--- config.mk ---
export PLATFORM = sky130hd
export DESIGN_NAME = tra_alarm
export DESIGN_NICKNAME = d
export VERILOG_FILES = /design/src/inc/tra_pkg.sv /design/src/rtl/tra_alarm.sv
export SDC_FILE = /design/constraint.sdc
export NUM_CORES = 1
export LEC_CHECK = 0
export CELL_PAD_IN_SITES_DETAIL_PLACEMENT = 0
export CELL_PAD_IN_SITES_GLOBAL_PLACEMENT = 1
export CORE_ASPECT_RATIO = 0.6
export CORE_MARGIN = 5
export CORE_UTILIZATION = 35
export CTS_CLUSTER_DIAMETER = 50
export DETAILED_ROUTE_END_ITERATION = 6
export DONT_BUFFER_PORTS = 1
export PLACE_DENSITY_LB_ADDON = 0.25
export SYNTH_ARGS = -nofsm -noshare
export SYNTH_HDL_FRONTEND = slang
export SYNTH_SLANG_ARGS = --single-unit
--- constraint.sdc ---
create_clock -name clk_i -period 5.6 [get_ports clk_i]
set_input_delay 0.28 -clock clk_i [delete_from_list [all_inputs] [get_ports clk_i]]
set_output_delay 0.28 -clock clk_i [all_outputs]
set_load 0.01 [all_outputs]
--- src/inc/tra_pkg.sv ---
package tra_pkg;

	// ----------------------------------------
	// register offsets on the configuration port
	// ----------------------------------------
	localparam logic [1:0] ADDR_STATUS = 2'h0; // receive_alarm_status
	localparam logic [1:0] ADDR_MASK = 2'h1; // alarm_interrupt_mask
	localparam logic [1:0] ADDR_VIOL = 2'h2; // line_violation_count
	localparam logic [1:0] ADDR_FRAMING_BIT_ERROR = 2'h3; // framing_error_counts

	// ----------------------------------------
	// status and mask bit positions
	// ----------------------------------------
	localparam int BIT_SYNC = 0;
	localparam int BIT_BLUE = 1;
	localparam int BIT_SUBST = 2;
	localparam int BIT_FBIT = 3;
	localparam int BIT_CARR = 4;
	localparam int BIT_REMOTE = 5;
	localparam int BIT_ECS = 6;
	localparam int BIT_VCS = 7;

	// ----------------------------------------
	// counts and reset values
	// ----------------------------------------
	localparam logic [7:0] VIOL_MAX = 8'hff;
	localparam logic [3:0] FRAMING_BIT_ERROR_MAX = 4'hf;
	localparam logic [7:0] ZERO8 = 8'h00;
	localparam logic [5:0] CARR_ZEROS = 6'h20; // zeros that declare carrier loss
	localparam logic [4:0] YEL_SETS = 5'h10; // 00/ff pattern sets for link alarm
	localparam logic [8:0] YEL_CHANS = 9'h100; // channels with bit 2 clear
	localparam logic [7:0] LINK_ONES = 8'hff;
	localparam logic [7:0] LINK_ZEROS = 8'h00;
	localparam logic [2:0] OOF_WIN = 3'h4; // framing bits in the out-of-frame window
	localparam logic [2:0] OOF_ERRS = 3'h2; // errors in window that declare it

	// ----------------------------------------
	// event carrier from synchronizer and decoder
	// ----------------------------------------
	typedef struct packed {
		logic line_bit; // received bit is a one
		logic bit_strobe; // one bit time
		logic violation; // violation on this bit
		logic subst_word; // violation belongs to a substitution word
		logic sub_seen; // substitution code word seen
		logic fbit_strobe; // framing bit tested this bit
		logic ft_err; // terminal framing bit wrong
		logic fs_err; // signaling framing bit wrong
		logic fps_err; // pattern sequence bit wrong
		logic crc_err; // checksum error, one per superframe
		logic link_strobe; // facility link bit valid
		logic link_bit;
		logic chan_strobe; // channel boundary
		logic chan_bit2; // bit 2 of channel
		logic s12_strobe; // frame 12 signaling bit valid
		logic s12_bit;
		logic all_ones; // all-ones alarm condition
		logic resync_done; // synchronizer found frame
		logic resync_start; // host or reset requested resync
	} tra_evt_t;

	// ----------------------------------------
	// mode settings
	// ----------------------------------------
	typedef struct packed {
		logic extended_frame_mode; // 24-frame mode when high
		logic subst_enable; // substitution coding enabled
		logic s_bit_yellow; // twelve-frame alarm by frame 12 bit
		logic manual_resync; // auto resync disabled
		logic count_fs; // twelve-frame errored-superframe count takes signaling bits too
	} tra_cfg_t;

endpackage

--- src/rtl/tra_alarm.sv ---
`timescale 1ns/1ps
module tra_alarm (
	// clock and reset
	input wire logic clk_i,
	input wire logic srst_i,
	// receive events and modes
	input wire tra_pkg::tra_evt_t evt_i,
	input wire tra_pkg::tra_cfg_t cfg_i,
	// register port
	input wire logic [1:0] reg_addr_i,
	input wire logic reg_wr_i,
	input wire logic reg_rd_i,
	input wire logic reg_burst_i,
	input wire logic [7:0] reg_wdata_i,
	output logic [7:0] reg_rdata_o,
	// alarm outputs
	output logic sync_loss_o,
	output logic remote_alarm_indication_o,
	output logic carrier_loss_o,
	output logic violation_pulse_out_o,
	output logic irq_o
);

	// ----------------------------------------
	// state
	// ----------------------------------------
	typedef struct packed {
		logic [7:0] status;
		logic [7:0] mask;
		logic [7:0] viol;
		logic [3:0] oof_cnt;
		logic [3:0] esf_cnt;
		logic [5:0] zeros;
		logic [4:0] yel_sets;
		logic [8:0] yel_chans;
		logic [7:0] link_sh;
		logic [2:0] win_pos;
		logic [2:0] win_errs;
		logic sync_loss;
		logic remote;
		logic vpulse;
		logic [7:0] rdata;
	} tra_st_t;

	tra_st_t st_r, st_nxt;
	logic [7:0] live;
	logic fbit_err, oof, esf_evt, remote_now;
	logic oof_sat_ev, esf_sat_ev, viol_ev, viol_sat_ev;
	logic rd_single;

	// saturating 4-bit step
	function automatic logic [3:0] sat4(input logic [3:0] v, input logic inc);
		sat4 = (inc && v != tra_pkg::FRAMING_BIT_ERROR_MAX) ? v + 4'h1 : v;
	endfunction

	// ----------------------------------------
	// next state
	// ----------------------------------------
	always_comb begin
		st_nxt = st_r;
		rd_single = reg_rd_i && !reg_burst_i && reg_addr_i == tra_pkg::ADDR_STATUS;
		fbit_err = cfg_i.extended_frame_mode ? evt_i.fps_err : evt_i.ft_err;
		oof = 1'b0;
		// fixed two-of-four window on tested framing bits, restarted after every fourth bit or on a declare
		if (evt_i.fbit_strobe) begin
			if (st_r.win_errs + {2'h0, fbit_err} >= tra_pkg::OOF_ERRS) begin
				oof = 1'b1;
				st_nxt.win_pos = 3'h0;
				st_nxt.win_errs = 3'h0;
			end else if (st_r.win_pos + 3'h1 >= tra_pkg::OOF_WIN) begin
				st_nxt.win_pos = 3'h0;
				st_nxt.win_errs = 3'h0;
			end else begin
				st_nxt.win_pos = st_r.win_pos + 3'h1;
				st_nxt.win_errs = st_r.win_errs + {2'h0, fbit_err};
			end
		end
		// errored superframe event depends on framing mode
		if (cfg_i.extended_frame_mode) begin
			esf_evt = oof || evt_i.crc_err;
		end else begin
			esf_evt = evt_i.fbit_strobe && (evt_i.ft_err || (cfg_i.count_fs && evt_i.fs_err));
		end
		// carrier loss zero run
		if (evt_i.bit_strobe) begin
			if (evt_i.line_bit) begin
				st_nxt.zeros = 6'h00;
			end else if (st_r.zeros != tra_pkg::CARR_ZEROS) begin
				st_nxt.zeros = st_r.zeros + 6'h01;
			end
		end
		// sync loss: auto mode follows events, manual waits for a requested resync
		if (evt_i.resync_done) begin
			st_nxt.sync_loss = 1'b0;
		end
		if (evt_i.resync_start || (!cfg_i.manual_resync && (oof || st_nxt.zeros == tra_pkg::CARR_ZEROS))) begin
			st_nxt.sync_loss = 1'b1;
		end
		// remote alarm detection
		remote_now = st_r.remote;
		if (cfg_i.extended_frame_mode) begin
			if (evt_i.link_strobe) begin
				st_nxt.link_sh = {st_r.link_sh[6:0], evt_i.link_bit};
				// a set completes on the eighth one that follows a zero
				if (evt_i.link_bit && st_r.link_sh == {1'b0, tra_pkg::LINK_ONES[6:0]}) begin
					if (st_r.yel_sets != tra_pkg::YEL_SETS) begin
						st_nxt.yel_sets = st_r.yel_sets + 5'h01;
					end
				// a run shorter than a byte breaks the pattern; judged only where the bit value flips
				end else if (evt_i.link_bit && !st_r.link_sh[0] && st_r.link_sh != tra_pkg::LINK_ZEROS) begin
					st_nxt.yel_sets = 5'h00;
				end else if (!evt_i.link_bit && st_r.link_sh[0] && st_r.link_sh != tra_pkg::LINK_ONES) begin
					st_nxt.yel_sets = 5'h00;
				end
				remote_now = st_nxt.yel_sets == tra_pkg::YEL_SETS;
			end
		end else if (cfg_i.s_bit_yellow) begin
			if (evt_i.s12_strobe) begin
				remote_now = evt_i.s12_bit;
			end
		end else if (evt_i.chan_strobe) begin
			if (evt_i.chan_bit2) begin
				st_nxt.yel_chans = 9'h000;
			end else if (st_r.yel_chans != tra_pkg::YEL_CHANS) begin
				st_nxt.yel_chans = st_r.yel_chans + 9'h001;
			end
			remote_now = st_nxt.yel_chans == tra_pkg::YEL_CHANS;
		end
		st_nxt.remote = remote_now;
		// violation pulse lasts one bit time
		if (evt_i.bit_strobe) begin
			st_nxt.vpulse = evt_i.violation && !(cfg_i.subst_enable && evt_i.subst_word);
		end
		// counters
		viol_ev = evt_i.violation && !(cfg_i.subst_enable && evt_i.subst_word);
		viol_sat_ev = viol_ev && st_r.viol == tra_pkg::VIOL_MAX;
		oof_sat_ev = oof && !st_r.sync_loss && st_r.oof_cnt == tra_pkg::FRAMING_BIT_ERROR_MAX;
		esf_sat_ev = esf_evt && !st_r.sync_loss && st_r.esf_cnt == tra_pkg::FRAMING_BIT_ERROR_MAX;
		if (viol_ev && !viol_sat_ev) begin
			st_nxt.viol = st_r.viol + 8'h01;
		end
		st_nxt.oof_cnt = sat4(st_r.oof_cnt, oof && !st_r.sync_loss);
		st_nxt.esf_cnt = sat4(st_r.esf_cnt, esf_evt && !st_r.sync_loss);
		// live conditions for the direct alarms
		live = tra_pkg::ZERO8;
		live[tra_pkg::BIT_SYNC] = st_nxt.sync_loss;
		live[tra_pkg::BIT_BLUE] = evt_i.all_ones;
		live[tra_pkg::BIT_SUBST] = evt_i.sub_seen;
		live[tra_pkg::BIT_FBIT] = evt_i.fbit_strobe && fbit_err;
		live[tra_pkg::BIT_CARR] = st_nxt.zeros == tra_pkg::CARR_ZEROS;
		live[tra_pkg::BIT_REMOTE] = remote_now;
		// single read clears direct bits whose cause is gone; burst read leaves all
		if (rd_single) begin
			st_nxt.status[5:0] = live[5:0];
		end
		st_nxt.status[5:0] = st_nxt.status[5:0] | live[5:0];
		// host writes; presets replace counts
		if (reg_wr_i) begin
			case (reg_addr_i)
				tra_pkg::ADDR_MASK: st_nxt.mask = reg_wdata_i;
				tra_pkg::ADDR_VIOL: begin
					st_nxt.viol = reg_wdata_i;
					if (reg_wdata_i != tra_pkg::VIOL_MAX) begin
						st_nxt.status[tra_pkg::BIT_VCS] = 1'b0;
					end
				end
				tra_pkg::ADDR_FRAMING_BIT_ERROR: begin
					st_nxt.esf_cnt = reg_wdata_i[7:4];
					st_nxt.oof_cnt = reg_wdata_i[3:0];
					if (reg_wdata_i != tra_pkg::VIOL_MAX) begin
						st_nxt.status[tra_pkg::BIT_ECS] = 1'b0;
					end
				end
				default: ;
			endcase
		end
		// saturation events win over a same-cycle clear
		if (viol_sat_ev) begin
			st_nxt.status[tra_pkg::BIT_VCS] = 1'b1;
		end
		if (oof_sat_ev || esf_sat_ev) begin
			st_nxt.status[tra_pkg::BIT_ECS] = 1'b1;
		end
		// read data registered for the following cycle
		case (reg_addr_i)
			tra_pkg::ADDR_STATUS: st_nxt.rdata = st_r.status;
			tra_pkg::ADDR_MASK: st_nxt.rdata = st_r.mask;
			tra_pkg::ADDR_VIOL: st_nxt.rdata = st_r.viol;
			tra_pkg::ADDR_FRAMING_BIT_ERROR: st_nxt.rdata = {st_r.esf_cnt, st_r.oof_cnt};
			default: st_nxt.rdata = tra_pkg::ZERO8;
		endcase
	end

	// ----------------------------------------
	// registers
	// ----------------------------------------
	always_ff @(posedge clk_i) begin
		if (srst_i) begin
			st_r <= '0;
			st_r.sync_loss <= 1'b1; // reset forces a resync
		end else begin
			st_r <= st_nxt;
		end
	end

	// ----------------------------------------
	// outputs
	// ----------------------------------------
	// mask gates combinationally so clearing a bit drops the request at once
	assign irq_o = |(st_r.status & st_r.mask);
	assign reg_rdata_o = st_r.rdata;
	assign sync_loss_o = st_r.sync_loss;
	assign remote_alarm_indication_o = st_r.remote;
	assign carrier_loss_o = st_r.zeros == tra_pkg::CARR_ZEROS;
	assign violation_pulse_out_o = st_r.vpulse;

	// ----------------------------------------
	// checks
	// ----------------------------------------
	a_mask_gates_irq: assert property (@(posedge clk_i) disable iff (srst_i)
		(st_r.mask == 8'h00) |-> !irq_o) else $error("irq with all masks clear");
	a_viol_saturates: assert property (@(posedge clk_i) disable iff (srst_i)
		(st_r.viol == tra_pkg::VIOL_MAX && viol_ev && !reg_wr_i)
		|=> (st_r.viol == tra_pkg::VIOL_MAX && st_r.status[tra_pkg::BIT_VCS]))
		else $error("violation counter not saturated with flag");
	a_burst_keeps: assert property (@(posedge clk_i) disable iff (srst_i)
		(reg_rd_i && reg_burst_i && !reg_wr_i) |=> (st_r.status & $past(st_r.status)) == $past(st_r.status))
		else $error("burst read cleared status");
	a_framing_bit_error_hold: assert property (@(posedge clk_i) disable iff (srst_i)
		(st_r.sync_loss && !reg_wr_i) |=> $stable(st_r.oof_cnt) && $stable(st_r.esf_cnt))
		else $error("framing counters moved during resync");
	a_vcs_sticky: assert property (@(posedge clk_i) disable iff (srst_i)
		(st_r.status[tra_pkg::BIT_VCS] && !reg_wr_i) |=> st_r.status[tra_pkg::BIT_VCS])
		else $error("violation flag lost");
	a_manual_low: assert property (@(posedge clk_i) disable iff (srst_i)
		(cfg_i.manual_resync && !st_r.sync_loss && !evt_i.resync_start) |=> !st_r.sync_loss)
		else $error("sync loss rose without requested resync");
	a_carrier_clear: assert property (@(posedge clk_i) disable iff (srst_i)
		(evt_i.bit_strobe && evt_i.line_bit) |=> !carrier_loss_o) else $error("carrier loss held after one");
	a_vpulse_one: assert property (@(posedge clk_i) disable iff (srst_i)
		(evt_i.bit_strobe && !evt_i.violation) |=> !violation_pulse_out_o) else $error("violation pulse too long");

endmodule

==> metrics.txt, run 1 <==
Final Wtd Congestion 0.829; Fmax 466 MHz; Detailed Route Iter0 Violations 317; final worst slack 3.45 ns; slowest stage cell on the critical path dfxtp_1; Die Height 94.9 um; number of synthesized register bits 77; total I/O pin count 52; Async SR Flop Fraction 0%; Final nets 525; startpoint types register; most common cell after layout, fill and taps aside dfxtp_1; synthesized area 4210 um2; largest cells by area after synthesis dfxtp_1, nor2_1, a21oi_1; Die Area 14400 um2; Final Skew 0.00251 ns; H-tree Lvls 3; vias in the first global route 3159; DR vias/cell 5.41; Final Cycle Share 38.3%; Setup WS pre-CTS 3.28 ns; Tightest Hold Check Type in -> reg; sequential fraction of the synthesis area 36.6%; most frequent cells in the layout dfxtp_1, nor2_1, nand2_1; Setup TNS 0 ns; routed len/inst 17.2 um; combinational family with the most area after synthesis simple AND/OR/NAND/NOR gates; status finished, final reports clean; post-synthesis xor/xnor area fraction 3.92%; LEAKAGE 1.72 nW; Synth Area in Compound Gates 18.6%; Syn Nets 542; CP Max Fanout 8; Rows 31; Slew Viols, Final 0; Post-DP Area 4260 um2; Synth Area in Adders 3.57%; synth warn 0; clock power share 48.5%; area leader, netlist dfxtp_1; Core Area 11900 um2; CTS tree yes; CP max stage delay 0.46 ns; first-pass GRT wire length 17500 um; Worst-Margin Slew 0.712 ns; Worst Path Buf+Inv 1; Worst-path clk slew 0.06 ns; max cap viols 0; Diodes inserted 0; Mean Syn Cell Area 8.57 um2; mux cell area share after synthesis 8.38%; RSZ-0062 raised after global routing no; clk_lat worst skew 0.34 ns; CP Data Arrival Time 2.41 ns; area delta synth->final 9.60%; root buffer cell clkbuf_16; cells along the critical path inv_1 -> ha_1 -> o311ai_1 -> nor2_1 -> a311oi_1 -> nand4_1 -> a41oi_1; CP delay by family, top compound AO/OA/AOI/OAI gates; drt drc 0; largest buffer count on any clock path 2; clock sinks 77; Logic pwr share 6.7%; I/O Buffers 0; Starting Density 35.3%; PwrDens 285 nW/um2; Via Count 3487; chip width 152 um; post-CTS resize count 0; fill cell count 1203; switching power 0.317 mW; DPL Wire Length 8100 um; Simple-Gate Fraction of Synth Area 23.4%; final instance area 4610 um2; initial antenna violation count 0; crit path capture type register; Post-CTS Setup Inserts 0; grt total ovfl 0; P_int 0.999 mW; Peak VDD IR 148 uV; number of synthesized flops with an enable pin 0; largest net degree at the start of global routing 51; final hold viol count 0; Seq pwr share 44.8%; Yosys cell types 66; TritonRoute pass-1 iters 5; Final Setup Violations 0; WL final 11100 um; antenna-violating nets left 0; Slew headroom 52.5%; top cell type's share of synthesized area 36.6%; post-layout min period 2.15 ns; layout cells sized above 1 9.39%; final design utilization 38.7%; gr usage total 15.9%; cts bufs inserted 9; Syn Inst Count 491; Top FF cell, synth dfxtp_1; critical path required time 5.86 ns; kind of critical path reg -> reg; Switching Share 24.1%
## power groups by stage
stage / clock network (mW) / registers (mW) / logic, mW
2_1_floorplan: 0 / 0.592 / 0.0828
3_3_place_gp: 0 / 0.601 / 0.0824
3_5_place_dp: 0 / 0.602 / 0.0836
4_1_cts: 0.650 / 0.589 / 0.0856
5_1_grt: 0.674 / 0.592 / 0.0987
6_report: 0.639 / 0.590 / 0.0877
## cell families (layout without fill, tap and decap cells)
kind of cell | Yosys count | count (layout)
XOR/XNOR | 18 | 18
flip-flops | 77 | 77
adder cells (fa/ha/maj) | 12 | 12
AO/OA/AOI/OAI | 118 | 118
buffers and inverters | 51 | 39
multiplexers | 25 | 25
AND/OR/NAND/NOR | 190 | 190
## worst reg2reg max path, delay by kind of cell, from the launching register on
kind	cells	cell delay, ns
adders and majority gates	1	0.33
buffers and inverters	1	0.12
AOI/OAI and AO/OA	3	0.85
DFF	1	0.46
and+or+nand+nor	2	0.32
## flip-flops by register name, indices dropped and copies added, names as in the netlist
signal                     flops
reg_rdata_o                    8
remote_alarm_indication_o      1
st_r                          66
sync_loss_o                    1
violation_pulse_out_o          1
## cells in the mapped netlist, types with 3 or more instances
cell type,instances
a31oi_1,9
buf_2,8
and3_1,8
mux4_2,8
nor3_1,9
a21o_1,5
clkbuf_1,14
nor2_1,56
nand4_1,7
nor2b_1,5
o21ai_0,21
a22oi_1,13
dfxtp_1,77
inv_1,20
a21oi_1,38
buf_4,8
xnor2_1,8
nand3_1,18
ha_1,12
and2_1,15
o31ai_1,3
nand2_1,45
a211oi_1,8
xor2_1,9
mux2i_1,15
## final timing paths
check                start       end  slack (ns)  cells past startpoint
setup reg to reg  st_r[39]  st_r[69]        3.45                      7
hold / removal      srst_i  st_r[48]        0.03                      1
hold reg to reg   st_r[12]  st_r[12]        0.47                      1
setup / recovery  st_r[39]  st_r[69]        3.45                      7
## final cells by class
cell class | count | area, um2 | area share (%)
clock buffers | 9 | 225 | 4.88
clock inverters | 7 | 98.8 | 2.14
inverters | 20 | 75.1 | 1.63
multi-input cells | 363 | 2440 | 52.8
flip-flops and latches | 77 | 1540 | 33.4
well taps | 165 | 206 | 4.48
repair buffers | 3 | 30.0 | 0.651
## repair_timing
action | in CTS | in global routing
hold buffers | 1 | 2
endpoints found under the hold margin | 8 | 1
setup endpoints to repair | 0 | 0
## layer usage
| layer | vias to the layer above | track usage [%] | part of all wire [%] |
|---|---|---|---|
| li1 | 1718 | - | - |
| met1 | 1658 | 25.2 | 54 |
| met2 | 102 | 19.7 | 37 |
| met3 | 9 | 5.28 | 7.6 |
| met4 | 0 | 4.48 | 1.0 |
| met5 | - | 0 | 0 |
## per-stage QoR
step                hold WS [ns]  total power, mW  std cells
floorplan                  0.396            0.675        491
global placement           0.357            0.684        625
detailed placement         0.359            0.685        625
CTS                      0.00295             1.32        642
global route             0.00377             1.36        644
finish                    0.0292             1.32        644
(Power assumes the default switching activity.)
==> inputs of run 2 (changes only) <==
--- a/config.mk
+++ b/config.mk
@@ -5,6 +5,7 @@
 export SDC_FILE = /design/constraint.sdc
 export NUM_CORES = 1
 export LEC_CHECK = 0
+export ABC_AREA = 1
 export CELL_PAD_IN_SITES_DETAIL_PLACEMENT = 0
 export CELL_PAD_IN_SITES_GLOBAL_PLACEMENT = 1
 export CORE_ASPECT_RATIO = 0.6
==> constraint.sdc (replaced) <==
create_clock -name clk_i -period 1.9 [get_ports clk_i]
set_input_delay 0.095 -clock clk_i [delete_from_list [all_inputs] [get_ports clk_i]]
set_output_delay 0.095 -clock clk_i [all_outputs]
set_load 0.01 [all_outputs]
==> run 2 against run 1 <==
  * Global-route usage increased by 0.34 points
  * Sequential power grew to 3.1 times the previous value
  * Critical path type unchanged
  * Sequential share of layout area shrank 2.2 points
  * Design area grew 7.8%
  * Area after synthesis is 0.39% lower
  * The run now ends with hold timing left
  * Count of clock-buffer cells in the layout did not move
==> metrics.txt, run 2 <==
top cell type's share of synthesized area 36.8% (+0.14 points); CTS tree yes; Final nets 688 (+31%); WL final 11600 um (+5.1%); grt total ovfl 0 (unchanged); largest buffer count on any clock path 2 (unchanged); antenna-violating nets left 0 (unchanged); most common cell after layout, fill and taps aside nand2_1; Most flops, register st_r; synth cell count leaders nand2_1, dfxtp_1, nor2_1; Via Count 4053 (+16%); Final Wtd Congestion 0.865 (+4.2%); Slew Viols, Final 0 (unchanged); Peak VDD IR 391 uV (+160%); sequential fraction of the synthesis area 36.8% (+0.14 points); Setup TNS 0 ns (unchanged); number of synthesized register bits 77 (unchanged); CP max stage delay 0.33 ns (-0.13 ns); final design utilization 41.8% (+3.0 points); fill cell count 1231 (+2.3%); synth warn 0 (unchanged); LEAKAGE 2.14 nW (+25%); gr usage total 16.3% (+0.34 points); clk_lat worst skew 0.34 ns (about the same); cells along the critical path ha_4 -> ha_4 -> or2_1 -> nand2_1 -> nand2_2 -> nor2_4 -> o21ai_4 -> inv_2 -> nand2_1 -> nor2_2 -> xor2_1 -> o21ai_1 -> inv_1; final hold viol count 2 (+2); Mean Syn Cell Area 6.86 um2 (-20%); Die Height 94.8 um (-0.17%); Detailed Route Iter0 Violations 319 (+0.63%); layout cells sized above 1 11.8% (+2.4 points); Async SR Flop Fraction 0% (unchanged); total I/O pin count 52 (unchanged); top-count cell post-synth nand2_1; vias in the first global route 3545 (+12%); Die Area 14300 um2 (-0.36%); Diodes inserted 0 (unchanged); CP delay by family, top simple AND/OR/NAND/NOR gates; critical path required time 2.14 ns (-3.72 ns); largest cells by area after synthesis dfxtp_1, nand2_1, nor2_1; crit path capture type register; area leader, netlist dfxtp_1; initial antenna violation count 0 (unchanged); Final Setup Violations 0 (unchanged); startpoint types register; max reg flops 66 (unchanged); Yosys cell types 36 (-45%); kind of critical path reg -> reg; multi-input logic area 2300 um2 (-5.7%); status finished, violations left; number of synthesized flops with an enable pin 0 (unchanged); Worst-Margin Slew 0.387 ns (-0.325 ns); Tightest Hold Check Type in -> reg; largest net degree at the start of global routing 41 (-20%); CP Launch Point st_r[11]; drt drc 0 (unchanged); worst reg2reg path depth 13 (+6); most frequent cells in the layout nand2_1, dfxtp_1, inv_1, nor2_1, a21oi_1; TritonRoute pass-1 iters 5 (unchanged); I/O Buffers 0 (unchanged); violated checks hold timing; CP Data Arrival Time 2.04 ns (-0.37 ns); Fmax 554 MHz (+19%); Slew headroom 74.2% (+22 points); final hold slack -0.0121 ns (-0.0412 ns); Top FF cell, synth dfxtp_1; DPL Wire Length 8520 um (+5.2%); root buffer cell clkbuf_16; clock sinks 77 (unchanged); DR vias/cell 5.02 (-7.2%); Syn Nets 662 (+22%); CP Max Fanout 4 (-4); Worst Hold Launch reg_addr_i[1]; first-pass GRT wire length 18400 um (+5.0%); Hold Path Depth 3 (+2); Final Cycle Share 95.0% (+57 points); routed len/inst 14.4 um (-16%); Pwr Total 3.91 mW (+200%); Sequential Area 1550 um2 (+0.57%); Core Area 11900 um2 (unchanged); Worst-path clk slew 0.07 ns (about the same); synthesized area 4190 um2 (-0.39%); CP Depth 13 (+6); chip width 151 um (-0.18%); slowest stage cell on the critical path dfxtp_2; Rows 31 (unchanged); max cap viols 0 (unchanged); cts bufs inserted 9 (unchanged); area delta synth->final 18.6%; PwrDens 787 nW/um2 (+180%); Final Skew 0.00915 ns (+0.00665 ns); post-layout min period 1.80 ns (-0.343 ns); Starting Density 35.2% (-0.14 points); Worst Path Buf+Inv 2 (+1); Syn Inst Count 611 (+24%); H-tree Lvls 3 (unchanged); reg2reg start st_r[11]
## run 2: cell types whose count changed in the layout (fill, tap and decap cells not counted), moves of 15 or more
cell | previous run | this run
mux2i_1 | 15 | 0
inv_1 | 20 | 67
and2_1 | 15 | 0
buf_4 | 0 | 15
nand3_1 | 18 | 47
o21ai_0 | 21 | 47
nand2_1 | 45 | 119
dlygate4sd3_1 | 3 | 21
## run 2: path summary, 6_finish.rpt
check / endpoint / slack (ns)
setup / recovery: st_r[52] / 0.1
hold / removal: reg_rdata_o[0] / -0.01
setup reg to reg: st_r[52] / 0.1
hold reg to reg: st_r[16] / 0.46
## run 2: what timing repair did
item / in CTS / in global routing
resized for setup: 0 / 24
setup buffers: 0 / 2
hold buffers: 22 / 0
hold endpoints to repair: 55 / 0
endpoints found under the setup margin: 0 / 10
## run 2: layout make-up
| cell class | instances | area share, % |
|---|---|---|
| Multi-Input combinational cell | 434 | 46.2 |
| Sequential cell | 77 | 31.2 |
| Timing Repair Buffer | 37 | 6.89 |
| Inverter | 78 | 5.89 |
| Clock buffer | 9 | 4.53 |
| Tap cell | 165 | 4.15 |
| Clock inverter | 7 | 1.16 |
## run 2: report_power, final
part	total [mW]	internal, mW	switching, mW
registers	1.81	1.71	0.100
clock network	1.62	0.897	0.725
logic	0.485	0.198	0.287
## run 2: tightest hold or removal path: cells and delay by family
family,cells,cell delay (ns)
AO/OA/AOI/OAI,1,0.07
AND/OR/NAND/NOR,2,0.12
## run 2: cell families (layout without fill, tap and decap cells)
| group | count (synthesis) | after routing | synth area share (%) |
|---|---|---|---|
| simple gates | 271 | 271 | 28.1 |
| compound gates | 135 | 135 | 18.2 |
| buf+inv | 100 | 131 | 9.97 |
| flops | 77 | 77 | 36.8 |
| xor+xnor | 16 | 16 | 3.34 |
| fa+ha+maj | 12 | 12 | 3.58 |
## run 2: metrics by stage
stage / instances / hold WS [ns] / worst slack (ns) / cell area [um2]
5_1_grt: 807 / 0.00841 / -0.0177 / 4970
6_report: 807 / -0.0121 / 0.0956 / 4970
3_3_place_gp: 767 / 0.170 / 0.0774 / 4370
3_5_place_dp: 767 / 0.174 / 0.0578 / 4370
2_1_floorplan: 611 / 0.167 / 0.171 / 4190
4_1_cts: 805 / 0.00179 / 0.0579 / 4880
## run 2: metal layers
| metal | wire, um | vias up | global-route usage (%) |
|---|---|---|---|
| li1 | - | 2064 | - |
| met1 | 6120 | 1864 | 25.5 |
| met2 | 4630 | 120 | 22.3 |
| met3 | 809 | 5 | 3.79 |
| met4 | 68 | 0 | 3.17 |
| met5 | 0 | - | 0 |
